File: src/hdl/btlsq_pkg.sv
// btlsq_pkg: constants shared by the trip latch sequencer files.
// assumes a single 50 MHz clock; all delays count a 1 ms tick.
package btlsq_pkg;
  // clock and time base
  localparam int CLK_HZ = 50_000_000;
  localparam int CLK_PERIOD_NS = 20;
  localparam int MS_PER_S = 1000;
  localparam int S_PER_MIN = 60;
  localparam int CYC_PER_MS = CLK_HZ / MS_PER_S;
  localparam int DIV_W = 17;

  // delays, each in its own unit, then in ms ticks
  localparam int T_RESET_MIN = 3;
  localparam int T_UNMANNED_MIN = 30;
  localparam int T_STRETCH_MS = 30;
  localparam int T_HOLD_S = 1;
  localparam int T_FLASH_MS = 500;
  localparam int T_RESET_MS = T_RESET_MIN * S_PER_MIN * MS_PER_S;
  localparam int T_UNMANNED_MS = T_UNMANNED_MIN * S_PER_MIN * MS_PER_S;
  localparam int T_HOLD_MS = T_HOLD_S * MS_PER_S;
  localparam int TW = 22;

  // pin vector positions after the synchroniser
  localparam int PIN_PULSE = 0;
  localparam int PIN_RESET = 1;
  localparam int PIN_TEST = 2;
  localparam int PIN_BYPASS = 3;
  localparam int PIN_POWER = 4;
  localparam int NPIN = 5;

  // apb register map
  localparam int AW = 12;
  localparam int DW = 32;
  localparam logic [AW-1:0] ADDR_CTRL = 12'h000;
  localparam logic [AW-1:0] ADDR_STAT = 12'h004;
  localparam int CTRL_AUTO = 0;
  localparam int CTRL_UNMANNED = 1;
  localparam logic [DW-1:0] CTRL_RESET = 32'h0000_0001;
  localparam int STAT_LATCH = 0;
  localparam int STAT_LAMP = 1;
  localparam int STAT_CONTACT = 2;
  localparam int STAT_ELAPSED = 3;
  localparam int STAT_HOLD = 4;
  localparam int STAT_BYPASS = 5;
  localparam int STAT_DRIVE = 6;
  localparam int STAT_POWER = 7;
endpackage : btlsq_pkg

File: src/hdl/btlsq_tmr_if.sv
// btlsq_tmr_if: run, tick and target in, elapsed out, for one timer.
// assumes the owner drives tick as a one-cycle 1 ms pulse.
`timescale 1ns/1ps
`default_nettype none
interface btlsq_tmr_if;
  logic run;
  logic tick;
  logic [btlsq_pkg::TW-1:0] target;
  logic elapsed;
  modport owner(output run, output tick, output target, input elapsed);
  modport timer(input run, input tick, input target, output elapsed);
endinterface : btlsq_tmr_if
`default_nettype wire

File: src/hdl/btlsq_sync.sv
// btlsq_sync: two-flop synchroniser for a vector of panel pins.
// assumes each bit is a slow level; no bus coherency between bits.
`timescale 1ns/1ps
`default_nettype none
module btlsq_sync #(
  parameter int W = 1
) (
  // clock and reset
  input wire logic clock,
  input wire logic nrst,
  // pins and synchronised copy
  input wire logic [W-1:0] d,
  output logic [W-1:0] q
);
  typedef struct packed {
    logic [W-1:0] meta;
    logic [W-1:0] q;
  } btlsq_sync_st_t;

  btlsq_sync_st_t st_reg, st_next;

  // meta is read only by the second stage
  always_comb begin
    st_next = st_reg;
    st_next.meta = d;
    st_next.q = st_reg.meta;
  end

  always_ff @(posedge clock or negedge nrst) begin
    if (!nrst) begin
      st_reg <= '0;
    end else begin
      st_reg <= st_next;
    end
  end

  assign q = st_reg.q;
endmodule : btlsq_sync
`default_nettype wire

File: src/hdl/btlsq_timer.sv
// btlsq_timer: counts 1 ms ticks while run is high, clears when low.
// assumes target fits in TW bits; elapsed is registered.
`timescale 1ns/1ps
`default_nettype none
module btlsq_timer (
  // clock and reset
  input wire logic clock,
  input wire logic nrst,
  // owner side
  btlsq_tmr_if.timer t
);
  import btlsq_pkg::*;

  typedef struct packed {
    logic [TW-1:0] cnt;
    logic elapsed;
  } btlsq_tmr_st_t;

  btlsq_tmr_st_t st_reg, st_next;

  always_comb begin
    st_next = st_reg;
    if (!t.run) begin
      st_next.cnt = '0;
    end else if (t.tick && (st_reg.cnt < t.target)) begin
      st_next.cnt = TW'(st_reg.cnt + 1'b1);
    end
    st_next.elapsed = t.run && (st_next.cnt >= t.target);
  end

  always_ff @(posedge clock or negedge nrst) begin
    if (!nrst) begin
      st_reg <= '0;
    end else begin
      st_reg <= st_next;
    end
  end

  assign t.elapsed = st_reg.elapsed;
endmodule : btlsq_timer
`default_nettype wire

File: src/hdl/btlsq_top.sv
// btlsq_top: trip latch sequencer with apb control and status.
// assumes panel pins and the detector pulse are asynchronous levels;
// the apb master runs on the same clock.
`timescale 1ns/1ps
`default_nettype none

// How it works
// - power-up starts tripped: lamp lit, reset delay timing, latch off
// - reset delay reports elapsed three minutes after it starts
// - auto strap plus elapsed delay and active drive energizes latch
// - energized latch holds itself after the delay timer releases
// - energized latch puts lamp out and closes output continuity
// - drive inactive drops latch, opens output unless hold or bypass
// - trip lights lamp steadily and restarts the reset delay
// - after trip latch stays off when drive returns until delay allows
// - after trip with auto strap set latch re-arms automatically once delay elapses
// - bypass key in manual lights bypass lamp, forces continuity
// - test switch with latch energized energizes the test hold coil
// - active test hold forces continuity and keeps latch supply
// - test switch triggers stimulus only once test hold is active
// - each detection drops drive for 30 ms, then latch re-energizes
// - latch dropping during test removes the test hold coil drive
// - test hold outputs stay one second after coil drive removed
// - stimulus and flash cycle repeats while test switch is held
// - power loss opens output continuity and keeps it open
// - manual reset switch re-arms only after the delay has elapsed
// - unmanned option with auto strap re-arms automatically after thirty minutes
module btlsq_top #(
  parameter int CLK_HZ = btlsq_pkg::CLK_HZ,
  parameter int CYC_PER_MS = CLK_HZ / btlsq_pkg::MS_PER_S,
  parameter int RESET_MS = btlsq_pkg::T_RESET_MS,
  parameter int UNMANNED_MS = btlsq_pkg::T_UNMANNED_MS
) (
  // clock and reset
  input wire logic clock,
  input wire logic nrst,
  // apb slave
  input wire logic [btlsq_pkg::AW-1:0] paddr,
  input wire logic psel,
  input wire logic penable,
  input wire logic pwrite,
  input wire logic [btlsq_pkg::DW-1:0] pwdata,
  output logic [btlsq_pkg::DW-1:0] prdata,
  output logic pready,
  output logic pslverr,
  // detector and panel pins
  input wire logic det_pulse,
  input wire logic reset_sw,
  input wire logic test_sw,
  input wire logic bypass_key,
  input wire logic power_ok,
  // contact, lamps and stimulus
  output logic output_contact,
  output logic trip_lamp,
  output logic bypassed_lamp,
  output logic test_stimulus
);
  import btlsq_pkg::*;

  typedef struct packed {
    logic [DIV_W-1:0] div;
    logic tick;
    logic auto_rst;
    logic unmanned;
    logic ack;
    logic err;
    logic [DW-1:0] rdata;
    logic output_latch;
    logic hold_coil;
    logic hold_armed;
    logic stretch;
    logic pulse_prev;
    logic stim;
    logic contact;
    logic lamp;
    logic byp_lamp;
  } btlsq_st_t;

  btlsq_st_t st_reg, st_next;

  // address decode: bit 0 ctrl, bit 1 status
  function automatic logic [1:0] btlsq_dec(input logic [AW-1:0] a);
    btlsq_dec = {a == ADDR_STAT, a == ADDR_CTRL};
  endfunction : btlsq_dec

  // synchronised pins
  logic [NPIN-1:0] pins_s;
  logic pulse_s, rsw_s, tst_s, byp_s, pwr_s;

  btlsq_sync #(.W(NPIN)) u_sync (
    .clock(clock),
    .nrst(nrst),
    .d({power_ok, bypass_key, test_sw, reset_sw, det_pulse}),
    .q(pins_s)
  );

  assign pulse_s = pins_s[PIN_PULSE];
  assign rsw_s = pins_s[PIN_RESET];
  assign tst_s = pins_s[PIN_TEST];
  assign byp_s = pins_s[PIN_BYPASS];
  assign pwr_s = pins_s[PIN_POWER];

  // timers
  btlsq_tmr_if rst_if ();
  btlsq_tmr_if str_if ();
  btlsq_tmr_if hld_if ();
  btlsq_tmr_if fl_if ();

  btlsq_timer u_rst_tmr (.clock(clock), .nrst(nrst), .t(rst_if));
  btlsq_timer u_str_tmr (.clock(clock), .nrst(nrst), .t(str_if));
  btlsq_timer u_hld_tmr (.clock(clock), .nrst(nrst), .t(hld_if));
  btlsq_timer u_fl_tmr (.clock(clock), .nrst(nrst), .t(fl_if));

  // combined terms
  logic detection_drive;
  logic test_hold;
  logic arm_ok;
  logic pulse_edge;
  logic setup;
  logic access;
  logic [1:0] sel;
  logic [DW-1:0] stat_word;
  logic [DW-1:0] ctrl_word;

  // stretched pulse holds the drive off; drive is active at reset
  assign detection_drive = !st_reg.stretch;
  assign test_hold = st_reg.hold_coil | st_reg.hold_armed;
  // manual reset still needs the delay to be over
  assign arm_ok = rst_if.elapsed & (st_reg.auto_rst | rsw_s);
  assign pulse_edge = pulse_s & !st_reg.pulse_prev;
  assign setup = psel & !penable;
  assign access = psel & penable & st_reg.ack;
  assign sel = btlsq_dec(paddr);

  // reset delay runs whenever the latch is out and power is on
  assign rst_if.tick = st_reg.tick;
  assign rst_if.run = !st_reg.output_latch & pwr_s;
  assign rst_if.target = st_reg.unmanned ? TW'(UNMANNED_MS)
                                         : TW'(RESET_MS);
  assign str_if.tick = st_reg.tick;
  assign str_if.run = st_reg.stretch;
  assign str_if.target = TW'(T_STRETCH_MS);
  assign hld_if.tick = st_reg.tick;
  assign hld_if.run = st_reg.hold_armed & !st_reg.hold_coil;
  assign hld_if.target = TW'(T_HOLD_MS);
  // flash period restarts itself the cycle after it elapses
  assign fl_if.tick = st_reg.tick;
  assign fl_if.run = tst_s & test_hold & !fl_if.elapsed;
  assign fl_if.target = TW'(T_FLASH_MS);

  always_comb begin
    stat_word = '0;
    stat_word[STAT_LATCH] = st_reg.output_latch;
    stat_word[STAT_LAMP] = st_reg.lamp;
    stat_word[STAT_CONTACT] = st_reg.contact;
    stat_word[STAT_ELAPSED] = rst_if.elapsed;
    stat_word[STAT_HOLD] = test_hold;
    stat_word[STAT_BYPASS] = byp_s;
    stat_word[STAT_DRIVE] = detection_drive;
    stat_word[STAT_POWER] = pwr_s;
    ctrl_word = '0;
    ctrl_word[CTRL_AUTO] = st_reg.auto_rst;
    ctrl_word[CTRL_UNMANNED] = st_reg.unmanned;
  end

  always_comb begin
    st_next = st_reg;

    // 1 ms tick from the system clock
    if (st_reg.div == DIV_W'(CYC_PER_MS - 1)) begin
      st_next.div = '0;
      st_next.tick = 1'b1;
    end else begin
      st_next.div = DIV_W'(st_reg.div + 1'b1);
      st_next.tick = 1'b0;
    end

    // apb: answer in the first access cycle, no wait states
    st_next.ack = setup;
    st_next.err = setup & (sel == 2'b00);
    st_next.rdata = '0;
    if (setup && !pwrite) begin
      if (sel[0]) begin
        st_next.rdata = ctrl_word;
      end else if (sel[1]) begin
        st_next.rdata = stat_word;
      end
    end
    if (access && pwrite && sel[0]) begin
      st_next.auto_rst = pwdata[CTRL_AUTO];
      st_next.unmanned = pwdata[CTRL_UNMANNED];
    end

    // pulse stretcher; retriggers during a stretch are ignored
    st_next.pulse_prev = pulse_s;
    if (pulse_edge && !st_reg.stretch) begin
      st_next.stretch = 1'b1;
    end else if (str_if.elapsed) begin
      st_next.stretch = 1'b0;
    end

    // latch needs drive; holds itself, or via test supply, or re-arms
    st_next.output_latch = pwr_s & detection_drive
      & (st_reg.output_latch | test_hold | arm_ok);

    // test hold coil only through the energized latch
    st_next.hold_coil = tst_s & st_reg.output_latch & pwr_s;

    // release delay; a new coil drive wins over the timeout
    if (st_reg.hold_coil) begin
      st_next.hold_armed = 1'b1;
    end else if (hld_if.elapsed) begin
      st_next.hold_armed = 1'b0;
    end

    // stimulus only with the hold already in place
    st_next.stim = fl_if.elapsed & test_hold;

    // registered pin drive; lamps and contact need operating power
    st_next.contact = pwr_s & (st_next.output_latch | byp_s
      | st_next.hold_coil | st_next.hold_armed);
    st_next.lamp = pwr_s & !st_next.output_latch;
    st_next.byp_lamp = pwr_s & byp_s;
  end

  always_ff @(posedge clock or negedge nrst) begin
    if (!nrst) begin
      st_reg <= '0;
      st_reg.auto_rst <= CTRL_RESET[CTRL_AUTO];
      st_reg.unmanned <= CTRL_RESET[CTRL_UNMANNED];
    end else begin
      st_reg <= st_next;
    end
  end

  assign prdata = st_reg.rdata;
  assign pready = st_reg.ack;
  assign pslverr = st_reg.err;
  assign output_contact = st_reg.contact;
  assign trip_lamp = st_reg.lamp;
  assign bypassed_lamp = st_reg.byp_lamp;
  assign test_stimulus = st_reg.stim;
endmodule : btlsq_top
`default_nettype wire

File: config.mk
export PLATFORM = sky130hd
export DESIGN_NAME = btlsq_top
export DESIGN_NICKNAME = d
export VERILOG_FILES = /design/src/hdl/btlsq_pkg.sv /design/src/hdl/btlsq_tmr_if.sv /design/src/hdl/btlsq_sync.sv /design/src/hdl/btlsq_timer.sv /design/src/hdl/btlsq_top.sv
export SDC_FILE = /design/constraint.sdc
export NUM_CORES = 1
export LEC_CHECK = 0
export BUFFER_PORTS_ARGS = -buffer_cell sky130_fd_sc_hd__buf_2
export CELL_PAD_IN_SITES_DETAIL_PLACEMENT = 1
export CELL_PAD_IN_SITES_GLOBAL_PLACEMENT = 1
export CORE_AREA = 2 2 130 195
export CTS_CLUSTER_DIAMETER = 80
export DETAILED_ROUTE_END_ITERATION = 6
export DIE_AREA = 0 0 132 197
export PLACE_DENSITY_LB_ADDON = 0.15
export SKIP_LAST_GASP = 1
export SYNTH_ARGS = -nofsm -noshare
export SYNTH_HDL_FRONTEND = slang
export SYNTH_HIERARCHICAL = 1
export SYNTH_SLANG_ARGS = --single-unit
File: constraint.sdc
create_clock -name clock -period 4.65 [get_ports clock]
set_input_delay 0.2325 -clock clock [delete_from_list [all_inputs] [get_ports clock]]
set_output_delay 0.2325 -clock clock [all_outputs]
set_load 0.05 [all_outputs]
==> flow_metrics.py, run 1 <==
metrics = {
    "cts": {
        "ctsLongestPathBuffers": 2,
        "cts_htree_levels": 4,
        "cts-resized-gates": 0,
        "cts_made_buffers": 17,
        "cts_tree": "done",
        "clk_latency_ps": 430,
        "ctsRootBufferMaster": "clkbuf_16",
        "clkSinkCount": 141,
        "cts.reportedPaths.clkPinSlew_ps": 70,
    },
    "routing": {
        "drt-pass1-iter-count": 4,
        "route.layer.met1.wl_um": 11900,
        "drt_wl_total_um": 29000,
        "detail-route-antenna-nets": 0,
        "wl_per_cell_um": 17.2,
        "route.met2.wl_um": 15900,
        "drc": 0,
        "highest_layer": "met4",
        "drt_iter0_drc": 322,
        "wl_met3_um": 546,
        "num_vias": 9420,
        "vias_per_cell": 5.58,
    },
    "placed_design": {
        "placed_cell_area_um2": 11900,
        "post-place-ws_ps": 442,
        "dp_hpwl_um": 22100,
        "gp_congestion": 0.777,
        "io_buffers": 37,
    },
    "sta": {
        "finalSetupTns_ps": 0,
        "skew_ps": 12.2,
        "rsz0062_at_grt": "false",
        "fin_crit_sh_pct": 90.8,
        "worst-slew-pin-transition_ps": 760,
        "fmax_mhz": 237,
        "setup-violations-final": 0,
        "hold_viol": 0,
        "setup_slack_ps": 428,
        "period_minus_slack_ps": 4220,
        "slew-limit-headroom_pct": 49.3,
        "drv_slew": 0,
    },
    "pwr": {
        "p_leak_nw": 6.12,
        "ir_worst_vdd_mv": 0.283,
        "power.total_w": 0.00299,
        "power.density_nw_per_um2": 237,
    },
    "floorplan": {
        "die_h_um": 197,
        "die_w_um": 132,
        "start_util_pct": 46.2,
        "rows": 70,
        "ioPinCount": 92,
        "die-area_um2": 26000,
        "coreArea_um2": 24300,
    },
    "logic_synthesis": {
        "ys_seq_area_share_pct": 31.5,
        "synth_area_leader_cell": "dfrtp_1",
        "ys_ff_latch": 141,
        "yosysWarnings": 6,
        "synth_area_um2": 11200,
        "async_reset_ff_share_pct": 100,
        "yosys-top-cells-area": "dfrtp_1, ha_1, a21oi_1, inv_1, mux2i_1",
        "ys_types": 69,
        "avgSynthCellArea_um2": 9.08,
        "yosys.area.top_type_share_pct": 31.3,
        "ys.flop_type": "dfrtp_1",
        "synth_edf_count": 0,
        "synthCells": 1234,
    },
    "cells_and_area": {
        "fin_area_um2": 12600,
        "regArea_um2": 3530,
        "nets": 1582,
        "nFillCells": 2935,
        "finish.utilization_pct": 51.8,
        "multi_input_area_um2": 7300,
        "area_growth_pct": 12.2,
        "layout-drive-gt1-share_pct": 8.29,
    },
    "global_route": {
        "antenna_found_initial": 1,
        "grt_usage_pct": 23.4,
        "grt_max_degree": 73,
        "grt_pass1_vias": 10400,
        "overflow": 0,
        "grt_pass1_wl_um": 49700,
    },
    "worst_setup_path": {
        "end_kind": "flop",
        "critical_path_class": "flop to flop",
        "slowest_stage": "a221o_2",
        "worst_ep_arrival_time_ps": 4510,
        "cp_cell_sequence": "inv_1 > inv_1 > ha_1 > nand4_1 > nor4_1 > and3_1 > a221o_2 > nor3_1 > mux2i_1 > ha_1 > a21o_1 > a21o_1 > a21oi_1 > o21ai_0 > a21oi_1 > o41ai_1",
        "cp_slowest_stage_delay_ps": 520,
        "worstPathRequired_ps": 4940,
        "reg2reg_slack_ps": 430,
        "crit_fanout": 34,
        "start_kind": "flop",
    },
    "outcome": {
        "run_status": "finished, final reports clean",
    },
    "hold_path": {
        "hp-class": "input port to flop",
    },
    "job": {
        "drv_cap": 0,
    },
}
worst max-delay path, delay by kind of cell (launching register included):
family / cells / cell delay [ps]
DFF: 1 / 500
muxes: 1 / 250
buffers and inverters: 2 / 220
AOI/OAI and AO/OA: 7 / 1550
and+or+nand+nor: 4 / 980
adders and majority gates: 2 / 570
synth_stat cells, types with 11 or more instances:
cell type,instances
nand2_1,87
inv_1,96
and3_1,31
nand2b_1,39
and2_1,16
buf_4,34
nor3_1,29
nor2_1,50
o31ai_1,19
xnor2_1,20
ha_1,177
clkbuf_1,11
a21oi_1,94
a21o_1,33
or3_1,18
and4_1,11
nand4_1,54
mux2i_1,34
or4_1,21
nor2b_1,11
o21ai_0,42
nand3_1,47
nor4_1,14
dfrtp_1,140
cells in the final DEF (no fill, tap or decap), types with 4 or more instances in the layout:
master | netlist | routed
xnor2_1 | 20 | 20
mux2i_1 | 34 | 34
xor2_1 | 7 | 7
and3_1 | 31 | 31
o31ai_1 | 19 | 19
nand2_1 | 87 | 87
mux2_2 | 4 | 4
clkbuf_16 | 0 | 17
nand4_1 | 54 | 54
or4_1 | 21 | 21
bufinv_16 | 0 | 4
nor3_1 | 29 | 29
ha_1 | 177 | 177
nand2b_1 | 39 | 39
a21bo_2 | 4 | 4
a211oi_1 | 7 | 7
nor4_1 | 14 | 14
o21a_1 | 4 | 4
o211ai_1 | 4 | 4
nand3_1 | 47 | 47
o21ai_0 | 42 | 42
and4_1 | 11 | 11
nand3b_1 | 6 | 6
nor2b_1 | 11 | 11
or3_1 | 18 | 18
buf_4 | 34 | 11
conb_1 | 2 | 108
nor2_1 | 50 | 50
dlygate4sd3_1 | 0 | 6
buf_2 | 8 | 36
and2_1 | 16 | 16
a21oi_1 | 94 | 94
inv_1 | 96 | 96
a21o_1 | 33 | 33
dfrtp_1 | 140 | 140
metrics by stage:
stage	hold slack [ps]	instances
6_report	51.2	1688
5_1_grt	39.5	1688
4_1_cts	42.6	1687
3_5_place_dp	322	1650
3_3_place_gp	321	1650
2_1_floorplan	-63.1	1340
power by group:
group          internal (W)  leakage, nW  switching, W
Clock              0.000931        0.310      0.000572
Sequential          0.00123         1.92    0.00000537
Combinational     0.0000633         3.89      0.000179
per-layer routing:
metal / up-vias / global-route usage, %
li1: 4597 / -
met1: 4692 / 25.8
met2: 94 / 45.2
met3: 37 / 3.52
met4: 0 / 7.89
met5: - / 0
cell type report:
class	instances	share of cell area, %
Inverter	97	2.90
Clock inverter	12	1.47
Sequential cell	141	28.1
Multi-Input combinational cell	1040	58.1
Antenna cell	1	0.0199
Tap cell	324	3.22
Clock buffer	19	3.60
Timing Repair Buffer	54	2.66
cell families (layout without fill, tap and decap cells):
family / count (synthesis) / in the layout / synth area share [%]
other: 2 / 109 / 0.0670
buffers and inverters: 159 / 182 / 6.98
XOR/XNOR: 27 / 27 / 2.11
AO/OA/AOI/OAI: 236 / 236 / 13.2
adder cells (fa/ha/maj): 177 / 177 / 19.8
flip-flops: 141 / 141 / 31.5
multiplexers: 38 / 38 / 3.44
AND/OR/NAND/NOR: 454 / 454 / 22.9
timing repair:
action,CTS,global route
hold endpoints to repair,75,0
hold buffers,6,0
setup buffers,0,0
worst paths after layout:
kind	start	endpoint	depth (start not counted)
max	ctrl_word[1]$_DFFE_PN0P_	u_rst_tmr/t.elapsed$_DFF_PN0_	16
min	penable	pready$_DFF_PN0_	2
max reg2reg	ctrl_word[1]$_DFFE_PN0P_	u_rst_tmr/t.elapsed$_DFF_PN0_	16
min reg2reg	u_sync/st_next[3]$_DFF_PN0_	u_sync/q[3]$_DFF_PN0_	0
max in group asynchronous	nrst	ctrl_word[0]$_DFFE_PN1P_	3
min in group asynchronous	nrst	u_fl_tmr/st_reg[7]$_DFF_PN0_	2
Power figures use the tool's default switching activity.
==> run 2: changes to the inputs <==
--- a/config.mk
+++ b/config.mk
@@ -12,6 +12,7 @@
 export CTS_CLUSTER_DIAMETER = 80
 export DETAILED_ROUTE_END_ITERATION = 6
 export DIE_AREA = 0 0 132 197
+export HOLD_SLACK_MARGIN = 0.1
 export PLACE_DENSITY_LB_ADDON = 0.15
 export SKIP_LAST_GASP = 1
 export SYNTH_ARGS = -nofsm -noshare
==> run 2 against run 1 <==
Effect of this change: setup slack gained 16 ps; die area is the same; total power grew 0.13%; via count is the same; clock skew is essentially flat; flip-flop and latch count is the same; combinational power is essentially flat; count of clock-buffer cells in the layout is the same.
==> flow_metrics.py, run 2 (same netlist as run 1, synthesis figures left out) <==
metrics = {
    "worst_setup_path": {
        "end_kind": "flop",
        "worstPathRequired_ps": 4940,
        "worst_ep_arrival_time_ps": 4500,
        "crit_fanout": 34,
        "critical_path_class": "flop to flop",
        "r2r_cells": 16,
        "start_kind": "flop",
    },
    "placed_design": {
        "dp_cells": 1650,
        "placed_cell_area_um2": 11900,
        "post-place-ws_ps": 442,
        "dp_hpwl_um": 22100,
        "gp_congestion": 0.777,
        "io_buffers": 37,
    },
    "sta": {
        "period_minus_slack_ps": 4210,
        "setup_slack_ps": 443,
        "drv_slew": 0,
        "skew_ps": 12.2,
        "rsz0062_at_grt": "false",
        "hold_viol": 0,
        "fmax_mhz": 238,
        "fin_crit_sh_pct": 90.5,
        "setup-violations-final": 0,
        "slew-limit-headroom_pct": 48.8,
        "worst-slew-pin-transition_ps": 767,
        "finalSetupTns_ps": 0,
    },
    "routing": {
        "drc": 0,
        "vias_per_cell": 5.57,
        "wl_per_cell_um": 17.2,
        "detail-route-antenna-nets": 0,
        "drt_wl_total_um": 29100,
        "drt-pass1-iter-count": 4,
        "drt_iter0_drc": 306,
        "num_vias": 9420,
    },
    "cts": {
        "clk_latency_ps": 430,
        "cts_tree": "done",
        "cts.reportedPaths.clkPinSlew_ps": 70,
        "ctsLongestPathBuffers": 2,
        "cts_made_buffers": 17,
        "ctsRootBufferMaster": "clkbuf_16",
        "clkSinkCount": 141,
        "cts_htree_levels": 4,
    },
    "pwr": {
        "ir_worst_vdd_mv": 0.283,
        "p_leak_nw": 6.13,
        "power.density_nw_per_um2": 237,
    },
    "floorplan": {
        "ioPinCount": 92,
        "start_util_pct": 46.2,
        "coreArea_um2": 24300,
        "die-area_um2": 26000,
        "die_h_um": 197,
        "rows": 70,
        "die_w_um": 132,
    },
    "global_route": {
        "grt_max_degree": 73,
        "overflow": 0,
        "grt_usage_pct": 23.4,
        "antenna_found_initial": 1,
        "grt_pass1_wl_um": 49800,
        "grt_pass1_vias": 10400,
    },
    "cells_and_area": {
        "fin_cells": 1691,
        "layout.cells.most_common": "ha_1",
        "nets": 1585,
        "finish.utilization_pct": 52.0,
        "nFillCells": 2933,
        "fin_area_um2": 12600,
        "layout-drive-gt1-share_pct": 8.27,
        "area_growth_pct": 12.4,
        "final_cell_mix": "ha_1, dfrtp_1, conb_1",
    },
    "job": {
        "drv_cap": 0,
    },
    "outcome": {
        "run_status": "finished, final reports clean",
    },
    "hold_path": {
        "min_delay_path_depth": 3,
        "hp-class": "input port to flop",
    },
}
## run 2: what timing repair did
item,4_1_cts,5_1_grt
gates resized for setup,0,0
endpoints found under the setup margin,0,0
endpoints found under the hold margin,78,0
hold buffers,9,0
setup buffers,0,0
## run 2: layout make-up
| class | count | area (µm²) | share of cell area [%] |
|---|---|---|---|
| Clock inverter | 12 | 185 | 1.47 |
| Tap cell | 324 | 405 | 3.22 |
| Sequential cell | 141 | 3530 | 28.0 |
| Antenna cell | 1 | 2.50 | 0.0199 |
| Clock buffer | 19 | 453 | 3.59 |
| Multi-Input combinational cell | 1040 | 7300 | 57.9 |
| Inverter | 97 | 364 | 2.89 |
| Timing Repair Buffer | 57 | 364 | 2.89 |
## run 2: critical path, cell delays in order, from the launching register on
cell,delay [ps]
dfrtp_1,500
inv_1,150
inv_1,70
ha_1,290
nand4_1,130
nor4_1,480
and3_1,220
a221o_2,510
nor3_1,150
mux2i_1,250
ha_1,280
a21o_1,180
a21o_1,160
a21oi_1,150
o21ai_0,160
a21oi_1,280
o41ai_1,100
## run 2: worst paths after layout
check                                                     end                   startpoint  slack, ps
worst max-delay path            u_rst_tmr/t.elapsed$_DFF_PN0_     ctrl_word[1]$_DFFE_PN0P_        440
worst min-delay path                      prdata[6]$_DFF_PN0_                     paddr[2]        140
worst max register to register  u_rst_tmr/t.elapsed$_DFF_PN0_     ctrl_word[1]$_DFFE_PN0P_        440
worst min register to register          u_sync/q[3]$_DFF_PN0_  u_sync/st_next[3]$_DFF_PN0_        350
max in group asynchronous            ctrl_word[0]$_DFFE_PN1P_                         nrst       3260
min in group asynchronous        u_fl_tmr/st_reg[7]$_DFF_PN0_                         nrst        380
## run 2: per-layer routing
| layer | up-vias | share of wire (%) | track usage [%] |
|---|---|---|---|
| met5 | - | 0 | 0 |
| met4 | 0 | 2.3 | 7.89 |
| met3 | 37 | 2.0 | 3.52 |
| met2 | 108 | 55 | 45.3 |
| met1 | 4674 | 41 | 25.8 |
| li1 | 4601 | - | - |
## run 2: stage by stage
step                hold WS, ps  total power, W
floorplan                 -63.1         0.00143
global placement            321         0.00149
detailed placement          322         0.00149
CTS                         126         0.00301
global route                132         0.00310
finish                      139         0.00299
## run 2: power by group
part           internal, W  switching [W]  total (W)  leakage, nW
logic            0.0000650       0.000179   0.000244         3.90
clock network     0.000931       0.000574    0.00150        0.310
registers          0.00123     0.00000532    0.00124         1.92
==> run 3: changes to the inputs <==
--- a/config.mk
+++ b/config.mk
@@ -13,8 +13,10 @@
 export DETAILED_ROUTE_END_ITERATION = 6
 export DIE_AREA = 0 0 132 197
 export HOLD_SLACK_MARGIN = 0.1
+export MAX_ROUTING_LAYER = met4
 export PLACE_DENSITY_LB_ADDON = 0.15
 export SKIP_LAST_GASP = 1
+export SLEW_MARGIN = 20
 export SYNTH_ARGS = -nofsm -noshare
 export SYNTH_HDL_FRONTEND = slang
 export SYNTH_HIERARCHICAL = 1
==> run 3 against run 2 <==
Effect of this change: clock power about the same; global-route usage increased by 0.72 points; first-iteration DRC count increased by 5.9%; total power decreased by 0.24%; cell count unchanged; maximum frequency increased by 0.48%; register-to-register slack improved by 20 ps; critical path type unchanged; largest power group unchanged.
==> flow_metrics.py, run 3 (same netlist as run 1, synthesis figures left out) <==
metrics = {
    "outcome": {
        "run_status": "finished, final reports clean",
    },
    "cells_and_area": {
        "nFillCells": 2933,
        "finish.utilization_pct": 52.0,
        "final_cell_mix": "ha_1, dfrtp_1, conb_1",
        "nets": 1585,
        "area_growth_pct": 12.4,
        "layout.cells.most_common": "ha_1",
        "layout-drive-gt1-share_pct": 8.27,
        "fin_area_um2": 12600,
    },
    "pwr": {
        "switching_power_w": 0.000752,
        "internal_power_w": 0.00223,
        "p_clk_share_pct": 50.2,
        "swShare_pct": 25.2,
        "p_leak_nw": 6.13,
        "power.density_nw_per_um2": 237,
        "comb_power_share_pct": 8.2,
        "ir_worst_vdd_mv": 0.280,
        "power.total_w": 0.00298,
        "power_frac_seq_pct": 41.6,
    },
    "sta": {
        "finalSetupTns_ps": 0,
        "setup-violations-final": 0,
        "rsz0062_at_grt": "false",
        "worst-slew-pin-transition_ps": 770,
        "hold_viol": 0,
        "period_minus_slack_ps": 4190,
        "drv_slew": 0,
        "fin_crit_sh_pct": 90.0,
        "slew-limit-headroom_pct": 48.6,
        "skew_ps": 11.9,
        "fmax_mhz": 239,
    },
    "global_route": {
        "overflow": 0,
        "grt_usage_pct": 24.2,
        "grt_max_degree": 73,
        "grt_pass1_wl_um": 49900,
        "grt_pass1_vias": 10400,
        "antenna_found_initial": 1,
    },
    "worst_setup_path": {
        "crit_fanout": 34,
        "cp_slowest_stage_delay_ps": 510,
        "slowest_stage": "a221o_2",
        "crit_family": "compound AO/OA/AOI/OAI gates",
        "critical_path_class": "flop to flop",
        "worstPathRequired_ps": 4940,
        "path_buf_inv": 2,
        "end_kind": "flop",
        "cp_cell_sequence": "inv_1 > inv_1 > ha_1 > nand4_1 > nor4_1 > and3_1 > a221o_2 > nor2_1 > mux2i_1 > ha_1 > a2111oi_0 > o21ai_0 > a21oi_1 > o41ai_1",
        "start_kind": "flop",
        "worst_ep_arrival_time_ps": 4480,
    },
    "placed_design": {
        "io_buffers": 37,
        "dp_hpwl_um": 22100,
        "placed_cell_area_um2": 11900,
        "gp_congestion": 0.788,
    },
    "routing": {
        "drt_iter0_drc": 324,
        "wl_per_cell_um": 17.2,
        "drt-pass1-iter-count": 5,
        "drc": 0,
        "num_vias": 9401,
        "wl_met3_um": 533,
        "route.met2.wl_um": 15900,
        "highest_layer": "met4",
        "detail-route-antenna-nets": 0,
        "drt_wl_total_um": 29000,
        "vias_per_cell": 5.56,
        "route.layer.met1.wl_um": 12000,
    },
    "hold_path": {
        "hp-class": "input port to flop",
    },
    "floorplan": {
        "die-area_um2": 26000,
        "ioPinCount": 92,
        "start_util_pct": 46.2,
        "rows": 70,
        "die_h_um": 197,
        "die_w_um": 132,
        "coreArea_um2": 24300,
    },
    "cts": {
        "ctsRootBufferMaster": "clkbuf_16",
        "cts-resized-gates": 0,
        "cts_made_buffers": 17,
        "cts_htree_levels": 4,
        "cts.reportedPaths.clkPinSlew_ps": 70,
        "cts_setup_buffers": 0,
        "cts_tree": "done",
        "clkSinkCount": 141,
        "ctsLongestPathBuffers": 2,
        "clk_latency_ps": 430,
    },
    "job": {
        "drv_cap": 0,
    },
}
[run 3: stage by stage]
| stage | worst slack [ps] | hold slack (ps) | std cells |
|---|---|---|---|
| after floorplan | 1190 | -63.1 | 1340 |
| after global placement | 576 | 321 | 1650 |
| after detailed placement | 442 | 322 | 1650 |
| after CTS | 427 | 126 | 1690 |
| after global routing | 58.7 | 127 | 1691 |
| final | 463 | 142 | 1691 |
[run 3: timing repair]
item	CTS	global route
hold buffers	9	0
endpoints found under the hold margin	78	0
setup endpoints to repair	0	0
[run 3: final cells by class]
cell class / count / area, µm² / share of cell area (%)
Antenna cell: 1 / 2.50 / 0.0199
Clock buffer: 19 / 453 / 3.59
Clock inverter: 12 / 185 / 1.47
Inverter: 97 / 364 / 2.89
Multi-Input combinational cell: 1040 / 7300 / 57.9
Sequential cell: 141 / 3530 / 28.0
Tap cell: 324 / 405 / 3.22
Timing Repair Buffer: 57 / 364 / 2.89
[run 3: routing by layer]
layer | global-route usage (%) | vias up
met2 | 45.2 | 102
met1 | 26.0 | 4664
met3 | 3.37 | 33
met5 | - | -
li1 | - | 4602
met4 | 8.17 | 0
[run 3: power groups by stage]
| stage | clock, W | sequential [W] | combinational [W] |
|---|---|---|---|
| 2_1_floorplan | 0 | 0.00127 | 0.000163 |
| 5_1_grt | 0.00158 | 0.00124 | 0.000279 |
| 4_1_cts | 0.00153 | 0.00124 | 0.000239 |
| 3_3_place_gp | 0 | 0.00126 | 0.000224 |
| 6_report | 0.00150 | 0.00124 | 0.000244 |
| 3_5_place_dp | 0 | 0.00126 | 0.000230 |
[run 3: worst paths after layout]
path,startpoint,to,slack [ps],cells after the start
worst max-delay path,ctrl_word[1]$_DFFE_PN0P_,u_rst_tmr/t.elapsed$_DFF_PN0_,460,14
worst min-delay path,psel,pready$_DFF_PN0_,140,2
worst max register to register,ctrl_word[1]$_DFFE_PN0P_,u_rst_tmr/t.elapsed$_DFF_PN0_,460,14
worst min register to register,u_sync/st_next[3]$_DFF_PN0_,u_sync/q[3]$_DFF_PN0_,350,0
max in group asynchronous,nrst,ctrl_word[0]$_DFFE_PN1P_,3250,3
min in group asynchronous,nrst,u_fl_tmr/st_reg[7]$_DFF_PN0_,380,2
